[config.mk]
export PLATFORM = sky130hd
export DESIGN_NAME = sec_host
export DESIGN_NICKNAME = d
export VERILOG_FILES = /design/src/core/sec_pkg.sv /design/src/core/sec_link_if.sv /design/src/core/sec_shifter.sv /design/src/core/sec_host.sv
export SDC_FILE = /design/constraint.sdc
export NUM_CORES = 1
export LEC_CHECK = 0
export ABC_CLOCK_PERIOD_IN_PS = 7900
export BUFFER_PORTS_ARGS = -buffer_cell sky130_fd_sc_hd__clkbuf_2
export CORE_ASPECT_RATIO = 0.75
export CORE_UTILIZATION = 30
export DETAILED_ROUTE_END_ITERATION = 6
export PLACE_DENSITY = 0.52
export RECOVER_POWER = 25
export SYNTH_ARGS = -nofsm -noshare
export SYNTH_HDL_FRONTEND = slang
export SYNTH_SLANG_ARGS = --single-unit
export TNS_END_PERCENT = 5
[constraint.sdc]
create_clock -name core_clk -period 7.9 [get_ports core_clk]
set_clock_uncertainty 0.15 [all_clocks]
set_input_delay 0.79 -clock core_clk [delete_from_list [all_inputs] [get_ports core_clk]]
set_output_delay 0.79 -clock core_clk [all_outputs]
set_load 0.03 [all_outputs]
[src/core/sec_pkg.sv]
// Constants shared by the serial memory host controller
package sec_pkg;
    localparam int CLK_PERIOD_NS = 10;
    localparam int SCK_HALF_NS   = 250;
    localparam int SCK_HALF_CYC  = (SCK_HALF_NS + CLK_PERIOD_NS - 1) / CLK_PERIOD_NS;
    localparam int CS_GAP_NS     = 500;
    localparam int CS_GAP_CYC    = (CS_GAP_NS + CLK_PERIOD_NS - 1) / CLK_PERIOD_NS;

    localparam int ADDR_W    = 13;
    localparam int ADDR_PAD  = 16 - ADDR_W;
    localparam int BUF_DEPTH = 32;
    localparam int PTR_W     = 5;
    localparam int LEN_W     = 6;

    localparam logic [7:0] OP_READ       = 8'h03;
    localparam logic [7:0] OP_WRITE      = 8'h02;
    localparam logic [7:0] OP_LATCH_SET  = 8'h06;
    localparam logic [7:0] OP_LATCH_CLR  = 8'h04;
    localparam logic [7:0] OP_STATUS_RD  = 8'h05;
    localparam logic [7:0] OP_STATUS_WR  = 8'h01;

    localparam logic [2:0] CMD_READ      = 3'h0;
    localparam logic [2:0] CMD_WRITE     = 3'h1;
    localparam logic [2:0] CMD_LATCH_SET = 3'h2;
    localparam logic [2:0] CMD_LATCH_CLR = 3'h3;
    localparam logic [2:0] CMD_STAT_RD   = 3'h4;
    localparam logic [2:0] CMD_STAT_WR   = 3'h5;

    localparam int DEV_BUSY_BIT = 0;
    localparam int DEV_LATCH_BIT = 1;
    localparam int DEV_BPL_BIT  = 2;
    localparam int DEV_BPH_BIT  = 3;
    localparam int DEV_PPE_BIT  = 7;

    localparam logic [7:0] REG_CTRL = 8'h00;
    localparam logic [7:0] REG_ADDR = 8'h04;
    localparam logic [7:0] REG_LEN  = 8'h08;
    localparam logic [7:0] REG_STAT = 8'h0C;
    localparam logic [7:0] REG_DATA = 8'h10;
    localparam logic [7:0] REG_PINS = 8'h14;

    localparam int CTRL_GO_BIT   = 8;
    localparam int CTRL_POLL_BIT = 9;
    localparam int PINS_PAUSE_BIT = 0;
    localparam int PINS_WP_BIT    = 1;

    localparam logic [LEN_W-1:0] LEN_RST       = 6'h01;
    localparam logic             WP_RST        = 1'b1;
    localparam logic [2:0]       MISO_SYNC_RST = 3'h7;
endpackage : sec_pkg

[src/core/sec_link_if.sv]
// Byte-level link between the command sequencer and the bit engine
interface sec_link_if;
    logic       start;
    logic       last;
    logic [7:0] tx;
    logic       pause_req;
    logic       miso_f;
    logic [7:0] rx;
    logic       done;
    logic       idle;
    logic       cs_n;
    logic       sck;
    logic       mosi;
    logic       hold_n;
    modport eng (input start, last, tx, pause_req, miso_f,
                 output rx, done, idle, cs_n, sck, mosi, hold_n);
    modport ctl (output start, last, tx, pause_req, miso_f,
                 input rx, done, idle, cs_n, sck, mosi, hold_n);
endinterface : sec_link_if

[src/core/sec_shifter.sv]
// Serial bit engine: clock divider, shifting, chip select and pause pin
module sec_shifter
    import sec_pkg::*;
#(
    parameter int HALF_CYC = SCK_HALF_CYC,
    parameter int GAP_CYC  = CS_GAP_CYC
)
(
    input wire logic core_clk,
    input wire logic rst,
    sec_link_if.eng  lk
);
    localparam int CW = $clog2(GAP_CYC + HALF_CYC + 1);
    typedef enum logic [2:0] {ST_IDLE, ST_LOW, ST_HIGH, ST_PAUSE, ST_END, ST_GAP} sec_bit_e;

    sec_bit_e      st;
    logic [CW-1:0] cnt;
    logic [2:0]    bitc;
    logic [7:0]    shreg;
    logic [7:0]    rxsh;
    logic          last_q;
    wire           half_end = (cnt == CW'(HALF_CYC - 1));
    wire           gap_end  = (cnt == CW'(GAP_CYC - 1));

    assign lk.idle = (st == ST_IDLE);

    always_ff @(posedge core_clk or posedge rst)
    begin
        if (rst)
        begin
            st        <= ST_IDLE;
            cnt       <= '0;
            bitc      <= 3'h7;
            shreg     <= 8'h00;
            rxsh      <= 8'h00;
            last_q    <= 1'b0;
            lk.rx     <= 8'h00;
            lk.done   <= 1'b0;
            lk.cs_n   <= 1'b1;
            lk.sck    <= 1'b0;
            lk.mosi   <= 1'b0;
            lk.hold_n <= 1'b1;
        end
        else
        begin
            lk.done <= 1'b0;
            cnt     <= cnt + 1'b1;
            unique case (st)
            ST_IDLE:
                if (lk.start)
                begin
                    lk.cs_n <= 1'b0;
                    lk.mosi <= lk.tx[7];
                    shreg   <= lk.tx;
                    last_q  <= lk.last;
                    bitc    <= 3'h7;
                    cnt     <= '0;
                    st      <= ST_LOW;
                end
            ST_LOW:
                if (half_end)
                begin
                    cnt <= '0;
                    // Pause only ever entered with the clock low
                    if (lk.pause_req)
                    begin
                        lk.hold_n <= 1'b0;
                        st        <= ST_PAUSE;
                    end
                    else
                    begin
                        lk.sck <= 1'b1;
                        rxsh   <= {rxsh[6:0], lk.miso_f};
                        st     <= ST_HIGH;
                    end
                end
            ST_HIGH:
                if (half_end)
                begin
                    cnt    <= '0;
                    lk.sck <= 1'b0;
                    if (bitc != 3'h0)
                    begin
                        bitc    <= bitc - 1'b1;
                        shreg   <= {shreg[6:0], 1'b0};
                        lk.mosi <= shreg[6];
                        st      <= ST_LOW;
                    end
                    else
                    begin
                        lk.rx <= rxsh;
                        if (last_q)
                            st <= ST_END;
                        else
                        begin
                            lk.done <= 1'b1;
                            st      <= ST_IDLE;
                        end
                    end
                end
            ST_PAUSE:
            begin
                // Clock, data and select frozen; bit position kept
                cnt <= '0;
                if (!lk.pause_req)
                begin
                    lk.hold_n <= 1'b1;
                    st        <= ST_LOW;
                end
            end
            ST_END:
                if (half_end)
                begin
                    cnt     <= '0;
                    lk.cs_n <= 1'b1;
                    st      <= ST_GAP;
                end
            ST_GAP:
                if (gap_end)
                begin
                    lk.done <= 1'b1;
                    st      <= ST_IDLE;
                end
            endcase
        end
    end
endmodule : sec_shifter

[src/core/sec_host.sv]
// Host controller for a serial nonvolatile memory, commanded over Avalon-MM
// Operation
// - Pause pin stays high unless pausing
// - Pause asserted only while serial clock low
// - While paused, select held and link frozen
// - Pause released only while serial clock low
// - Select low, pause high across operation
// - Eight-bit instruction; everything MSB first
// - Read opcode, 16-bit address, top three zero
// - Read ends when select is raised
// - Latch set alone in its selection
// - Write carries 1..32 bytes in page
// - Select rises right after last data bit
// - Latch clear and status opcodes encoded
module sec_host
    import sec_pkg::*;
#(
    parameter int HALF_CYC = SCK_HALF_CYC,
    parameter int GAP_CYC  = CS_GAP_CYC
)
(
    input  wire logic        core_clk,
    input  wire logic        rst,
    input  wire logic [7:0]  av_address,
    input  wire logic        av_read,
    input  wire logic        av_write,
    input  wire logic [31:0] av_writedata,
    output logic      [31:0] av_readdata,
    output logic             av_waitrequest,
    output logic             spi_cs_n,
    output logic             spi_sck,
    output logic             spi_mosi,
    input  wire logic        spi_miso,
    output logic             spi_hold_n,
    output logic             spi_wp_n
);
    typedef enum logic [2:0] {M_IDLE, M_OPC, M_ADDH, M_ADDL, M_DATA} sec_seq_e;

    sec_link_if lk ();

    sec_shifter #(
        .HALF_CYC (HALF_CYC),
        .GAP_CYC  (GAP_CYC)
    ) u_shifter (
        .core_clk (core_clk),
        .rst      (rst),
        .lk       (lk.eng)
    );

    sec_seq_e          state;
    logic [2:0]        cmd_r;
    logic [ADDR_W-1:0] addr_r;
    logic [LEN_W-1:0]  len_r;
    logic [LEN_W-1:0]  nbyte;
    logic [PTR_W-1:0]  wptr;
    logic [PTR_W-1:0]  rptr;
    logic [7:0]        stat_byte;
    logic [7:0]        buf_mem [0:BUF_DEPTH-1];
    logic [2:0]        miso_sync;
    logic              miso_f;
    logic              start;
    logic              err;
    logic              poll_en;
    logic              polling;
    logic              pause_r;
    logic              wp_r;

    // Select, clock, data and pause pins come straight from the engine's flops; write protect from wp_r
    assign spi_cs_n   = lk.cs_n;
    assign spi_sck    = lk.sck;
    assign spi_mosi   = lk.mosi;
    assign spi_hold_n = lk.hold_n;
    assign spi_wp_n   = wp_r;

    // Input from the memory: three stages, change taken once two agree
    always_ff @(posedge core_clk or posedge rst)
    begin
        if (rst)
        begin
            miso_sync <= MISO_SYNC_RST;
            miso_f    <= 1'b1;
        end
        else
        begin
            miso_sync <= {miso_sync[1:0], spi_miso};
            if (miso_sync[1] == miso_sync[2])
                miso_f <= miso_sync[2];
        end
    end

    assign lk.miso_f    = miso_f;
    assign lk.pause_req = pause_r;

    // Bus slave decode
    wire busy    = (state != M_IDLE);
    wire wr_acc  = av_write && !av_waitrequest;
    wire rd_take = av_read && av_waitrequest;
    wire sel_ctl = (av_address == REG_CTRL);
    wire sel_adr = (av_address == REG_ADDR);
    wire sel_len = (av_address == REG_LEN);
    wire sel_sts = (av_address == REG_STAT);
    wire sel_dat = (av_address == REG_DATA);
    wire sel_pin = (av_address == REG_PINS);

    // Command checks made at the go write
    wire [2:0]   new_cmd   = av_writedata[2:0];
    wire         go_fire   = wr_acc && sel_ctl && av_writedata[CTRL_GO_BIT] && !busy;
    wire         new_addr  = (new_cmd == CMD_READ) || (new_cmd == CMD_WRITE);
    wire [6:0]   page_end  = 7'(addr_r[PTR_W-1:0]) + 7'(len_r);
    wire         len_ok    = (len_r != '0) && (7'(len_r) <= 7'(BUF_DEPTH));
    wire         page_ok   = page_end <= 7'(BUF_DEPTH);
    wire         bad_req   = (new_cmd > CMD_STAT_WR) || (new_addr && !len_ok) ||
                             ((new_cmd == CMD_WRITE) && !page_ok);
    wire         go_ok     = go_fire && !bad_req;

    // Byte sequencing
    wire opc_only = (cmd_r == CMD_LATCH_SET) || (cmd_r == CMD_LATCH_CLR);
    wire addr_cmd = (cmd_r == CMD_READ) || (cmd_r == CMD_WRITE);
    wire is_last  = ((state == M_OPC) && opc_only) ||
                    ((state == M_DATA) && (!addr_cmd || (nbyte == LEN_W'(len_r - 1'b1))));
    wire seq_done = lk.done && is_last;
    wire wr_kind  = (cmd_r == CMD_WRITE) || (cmd_r == CMD_STAT_WR);
    wire dev_busy = lk.rx[DEV_BUSY_BIT];
    wire poll_go  = seq_done && ((wr_kind && poll_en) || (polling && (cmd_r == CMD_STAT_RD) && dev_busy));
    wire cap_rx   = lk.done && (state == M_DATA) && ((cmd_r == CMD_READ) || (cmd_r == CMD_STAT_RD));

    wire [7:0] opcode = (cmd_r == CMD_READ)      ? OP_READ :
                        (cmd_r == CMD_WRITE)     ? OP_WRITE :
                        (cmd_r == CMD_LATCH_SET) ? OP_LATCH_SET :
                        (cmd_r == CMD_LATCH_CLR) ? OP_LATCH_CLR :
                        (cmd_r == CMD_STAT_RD)   ? OP_STATUS_RD :
                                                   OP_STATUS_WR;

    wire [7:0] addr_hi = {{ADDR_PAD{1'b0}}, addr_r[ADDR_W-1:8]};

    wire [7:0] tx_byte = (state == M_OPC)  ? opcode :
                         (state == M_ADDH) ? addr_hi :
                         (state == M_ADDL) ? addr_r[7:0] :
                         wr_kind           ? buf_mem[nbyte[PTR_W-1:0]] :
                                             8'h00;

    wire sec_seq_e next_state = (state == M_OPC)  ? (opc_only ? M_IDLE : (addr_cmd ? M_ADDH : M_DATA)) :
                                (state == M_ADDH) ? M_ADDL :
                                (state == M_ADDL) ? M_DATA :
                                is_last           ? M_IDLE :
                                                    M_DATA;

    assign lk.start = start;
    assign lk.tx    = tx_byte;
    assign lk.last  = is_last;

    // Sequencer
    always_ff @(posedge core_clk or posedge rst)
    begin
        if (rst)
        begin
            state   <= M_IDLE;
            cmd_r   <= CMD_READ;
            nbyte   <= '0;
            start   <= 1'b0;
            err     <= 1'b0;
            polling <= 1'b0;
        end
        else
        begin
            start <= 1'b0;
            if (go_fire)
            begin
                err <= bad_req;
                if (!bad_req)
                begin
                    cmd_r   <= new_cmd;
                    state   <= M_OPC;
                    nbyte   <= '0;
                    polling <= 1'b0;
                    start   <= 1'b1;
                end
            end
            else if (poll_go)
            begin
                // Reissue a status read until the write cycle ends
                cmd_r   <= CMD_STAT_RD;
                state   <= M_OPC;
                nbyte   <= '0;
                polling <= 1'b1;
                start   <= 1'b1;
            end
            else if (lk.done)
            begin
                state <= next_state;
                start <= !is_last;
                if (state == M_DATA)
                    nbyte <= nbyte + 1'b1;
                if (seq_done)
                    polling <= 1'b0;
            end
        end
    end

    // Software registers
    always_ff @(posedge core_clk or posedge rst)
    begin
        if (rst)
        begin
            addr_r    <= '0;
            len_r     <= LEN_RST;
            poll_en   <= 1'b0;
            pause_r   <= 1'b0;
            wp_r      <= WP_RST;
            wptr      <= '0;
            rptr      <= '0;
            stat_byte <= 8'h00;
        end
        else
        begin
            if (go_fire)
                poll_en <= av_writedata[CTRL_POLL_BIT];
            if (wr_acc && sel_adr && !busy)
                addr_r <= av_writedata[ADDR_W-1:0];
            if (wr_acc && sel_len && !busy)
                len_r <= av_writedata[LEN_W-1:0];
            if (wr_acc && sel_pin)
            begin
                pause_r <= av_writedata[PINS_PAUSE_BIT];
                wp_r    <= av_writedata[PINS_WP_BIT];
            end
            if (go_ok)
                wptr <= '0;
            else if (wr_acc && sel_dat && !busy)
                wptr <= wptr + 1'b1;
            if (go_ok)
                rptr <= '0;
            else if (rd_take && sel_dat)
                rptr <= rptr + 1'b1;
            if (cap_rx && (cmd_r == CMD_STAT_RD))
                stat_byte <= lk.rx;
        end
    end

    // Shared data buffer; bus fills it only while idle
    always_ff @(posedge core_clk)
    begin
        if (wr_acc && sel_dat && !busy)
            buf_mem[wptr] <= av_writedata[7:0];
        else if (cap_rx)
            buf_mem[nbyte[PTR_W-1:0]] <= lk.rx;
    end

    // Read data and one-cycle wait state
    wire [31:0] stat_word = {16'h0000, stat_byte, 5'h00, stat_byte[DEV_BUSY_BIT], err, busy};
    wire [31:0] pins_word = {29'h0000_0000, lk.hold_n, wp_r, pause_r};
    wire [31:0] rd_word   = sel_ctl ? {22'h00_0000, poll_en, 6'h00, cmd_r} :
                            sel_adr ? 32'(addr_r) :
                            sel_len ? 32'(len_r) :
                            sel_sts ? stat_word :
                            sel_dat ? 32'(buf_mem[rptr]) :
                            sel_pin ? pins_word :
                                      32'h0000_0000;

    always_ff @(posedge core_clk or posedge rst)
    begin
        if (rst)
        begin
            av_waitrequest <= 1'b1;
            av_readdata    <= 32'h0000_0000;
        end
        else
        begin
            av_waitrequest <= !((av_read || av_write) && av_waitrequest);
            if (rd_take)
                av_readdata <= rd_word;
        end
    end
endmodule : sec_host

==> metrics.yaml <==
outcome:
  status: "finished with violations"
  failed_checks: "design-rule violations, max-capacitance violations, max-slew violations"
power:
  power_density_nw_per_um2: 202
  seqPwrFrac: 0.527
  peakVddDrop_uv: 120
  swShare: 0.240
  p_sw_uw: 994
  clock_power_share: 0.412
  p_comb_frac: 0.060
  intPower_mw: 3.14
  leakagePower_nw: 6.94
synthesis:
  yosysWarnings: 0
  synth.distinct_cells: 82
  async_reset_ff_frac: 0.316
  avgSynthCellArea_um2: 15.2
  yosys.area.top_type: "edfxtp_1"
  netlist_top_cells_area: "edfxtp_1 42%, mux4_2 17%, dfrtp_1 14%"
  synth_top_area_share: 0.417
  ys.flop_type: "edfxtp_1"
  synthesis.area_um2: 18400
  yosysSeqAreaShare: 0.579
  syn_inst: 1211
  ys_seq_elements: 374
  synth_edf_count: 256
sta:
  finalHoldViolCount: 0
  rsz0062_at_grt: "false"
  tightest_slew_ns: 2.37
  setup_viol: 0
  slew_headroom: -0.588
  finalCritPeriodShare: 0.551
  finalSetupTns_ns: 0
  slew_viol_final: 56
  fmax_ghz: 0.230
  fin_crit_ns: 4.35
  whs_ns: 0.181
worst_setup_path:
  endpoint_kind: "flop"
  cp.required_ns: 7.91
  slowest_stage: "nor2_1"
  rr_worst_depth: 6
  crit_top_cell: "nor2_1"
  path_cells: "nor2_1 > nand4_1 > clkbuf_1 > mux2i_1 > a32oi_1 > nor2_1"
  r2r_slack_ns: 3.55
  arrival_ns: 4.36
  crit_family: "simple AND/OR/NAND/NOR gates"
  path_buf_inv: 1
  critPathKind: "reg -> reg"
  start_kind: "flop"
  critical_path.max_fanout: 24
  worstReg2RegStart: "state[0]$_DFFE_PP0P_"
  slowest_delay_ns: 1.01
  timing.rr.end: "buf_mem[13][6]$_DFFE_PP_"
min_path:
  whs_path_depth: 1
  whs_endpoint: "miso_sync[0]$_DFF_PP1_"
  hp-start: "spi_miso"
  hold_path_class: "in -> reg"
finish:
  multi_input_area_um2: 7240
  nNetsFinal: 1307
  fillers: 5789
  regArea_um2: 10700
  syn_to_final_growth_pct: 11.1
  drive_gt1_frac: 0.238
cts:
  numCtsBuffers: 38
  clockBufferDepth: 3
  insertion_delay_ns: 0.55
  cts-root-buf: "clkbuf_16"
  cts_resized: 0
  clock-sinks: 374
  clkTransAtPathRegs_ns: 0.06
  cts_tree: "built"
  post_cts_buffers: 0
  cts_hold_buf: 0
  cts_max_level: 2
grt:
  grt_antenna_before_repair: 4
  grtUsageTotal: 0.165
  grt_overflow: 0
  grt_max_degree: 65
  grt_pass1_wl_mm: 75.0
  grt_pass1_vias: 10900
route:
  drt-total-wl_mm: 50.9
  vias: 11100
  routedWlPerCell_um: 24.5
  ant_nets: 0
  via_per_inst: 5.36
  dr.first_iter.drc_count: 1403
  first_pass_iters: 7
  route.detailed.drc: 8
placed_design:
  portBuffers: 47
  place.gp.congestion: 0.845
  dp_hpwl_mm: 34.1
floorplanning:
  io_pins: 83
  start_util: 0.304
  dieArea_um2: 62400
  die_h_um: 217
  die_x_um: 288
  fp.coreArea_um2: 60600
  std_cell_rows: 78
run:
  drv_cap: 1
==> power groups by stage <==
stage          combinational (mW)  clock [mW]  sequential [mW]
6_report                    0.250        1.70             2.18
5_1_grt                     0.279        1.80             2.18
4_1_cts                     0.257        1.73             2.18
3_5_place_dp                0.256           0             2.22
3_3_place_gp                0.253           0             2.22
2_1_floorplan               0.197           0             2.20
==> cell families after synthesis <==
| logic type | after synthesis | share of synthesized area |
|---|---|---|
| compound gates | 156 | 0.0567 |
| simple gates | 290 | 0.0768 |
| other cells | 1 | 0.000204 |
| fa+ha+maj | 17 | 0.0118 |
| xor+xnor | 26 | 0.0124 |
| buf+inv | 109 | 0.0304 |
| flops | 374 | 0.579 |
| mux | 238 | 0.233 |
==> synthesized netlist by cell type (all sizes together) (3+ instances only) <==
cell type and number:
edfxtp 256, mux4 146, dfrtp 106, nor2 102
nand2 73, mux2 56, buf 52, mux2i 36
a21oi 35, o21ai 34, clkbuf 31, inv 25
a22oi 24, nor3 21, a31oi 18, xnor2 16
ha 15, nand3 14, nand4 13, dfstp 12
or2 12, nand2b 11, xor2 10, nor2b 9
and3 8, and2 7, o21a 5, o31ai 5
a221oi 4, nor3b 4, nor4 4, o211ai 4
o221ai 4, or3 4, a211oi 3, a22o 3
o22ai 3
==> worst register-to-register path: stages, from the launching register on <==
cell      delay (ns)
dfrtp_1         0.67
nor2_1          0.19
nand4_1         0.13
clkbuf_1        0.93
mux2i_1         0.44
a32oi_1         0.44
nor2_1          1.01
==> stage by stage <==
stage                     setup WS, ns  std cells  utilization  total power [mW]  area, µm²
final                             3.55       2077        0.338              4.13      20500
after global routing              3.31       2076        0.338              4.27      20500
after CTS                         3.88       2076        0.338              4.17      20500
after detailed placement          3.77       2006        0.320              2.48      19400
after global placement            3.81       2006        0.320              2.47      19400
after floorplan                   3.85       1226            -              2.40      18500
==> worst max-delay path by stage <==
stage                         start                        endpoint  slack (ns)  cells after the start
3_5_place_dp          av_address[1]        buf_mem[29][7]$_DFFE_PP_        3.77                      7
3_3_place_gp          av_address[1]        buf_mem[29][7]$_DFFE_PP_        3.81                      7
4_1_cts        nbyte[0]$_DFFE_PP0P_  u_shifter.shreg[5]$_DFFE_PP0P_        3.88                      7
2_1_floorplan                   rst           addr_r[0]$_DFFE_PP0P_        3.85                      1
6_report       state[0]$_DFFE_PP0P_        buf_mem[13][6]$_DFFE_PP_        3.55                      6
5_1_grt        state[0]$_DFFE_PP0P_        buf_mem[30][3]$_DFFE_PP_        3.31                      7
==> routing by layer <==
layer | track usage | vias up | part of all wire
li1 | - | 4806 | -
met1 | 0.260 | 5868 | 0.48
met2 | 0.221 | 396 | 0.41
met3 | 0.0442 | 64 | 0.089
met4 | 0.0332 | 0 | 0.017
met5 | 0 | - | 0
==> cell usage in the layout, fill, tap and decap left out, types with 14 or more instances in the layout <==
master,synthesis,routed
clkbuf_1,31,35
a21oi_1,34,34
mux4_2,142,142
mux2_1,21,21
xnor2_1,16,16
nor2_1,99,99
mux2_2,35,35
a31oi_1,18,18
nor3_1,19,21
ha_1,15,15
clkbuf_2,0,25
inv_1,23,22
a22oi_1,23,23
mux2i_1,36,36
dfrtp_1,106,102
conb_1,1,16
o21ai_0,21,23
clkbuf_16,0,38
edfxtp_1,256,256
nand3_1,14,14
nand2_1,73,73
==> sequential cells by signal, summed over array words and instances, names as in the netlist, 5 cells and up <==
register / flops
av_readdata: 16
u_shifter.cnt: 7
buf_mem: 256
addr_r: 13
nbyte: 6
u_shifter.rxsh: 8
wptr: 5
u_shifter.shreg: 7
len_r: 6
stat_byte: 8
rptr: 5
u_shifter.lk.rx: 8
==> area by class of cell <==
cell class,count,share of cell area
multi-input cells,743,0.354
repair buffers,63,0.0155
well taps,800,0.0489
flip-flops and latches,374,0.521
clock buffers,50,0.0497
clock inverters,20,0.00581
inverters,26,0.00483
diodes,1,0.000122
No activity file was read; power rests on OpenSTA's default activity.
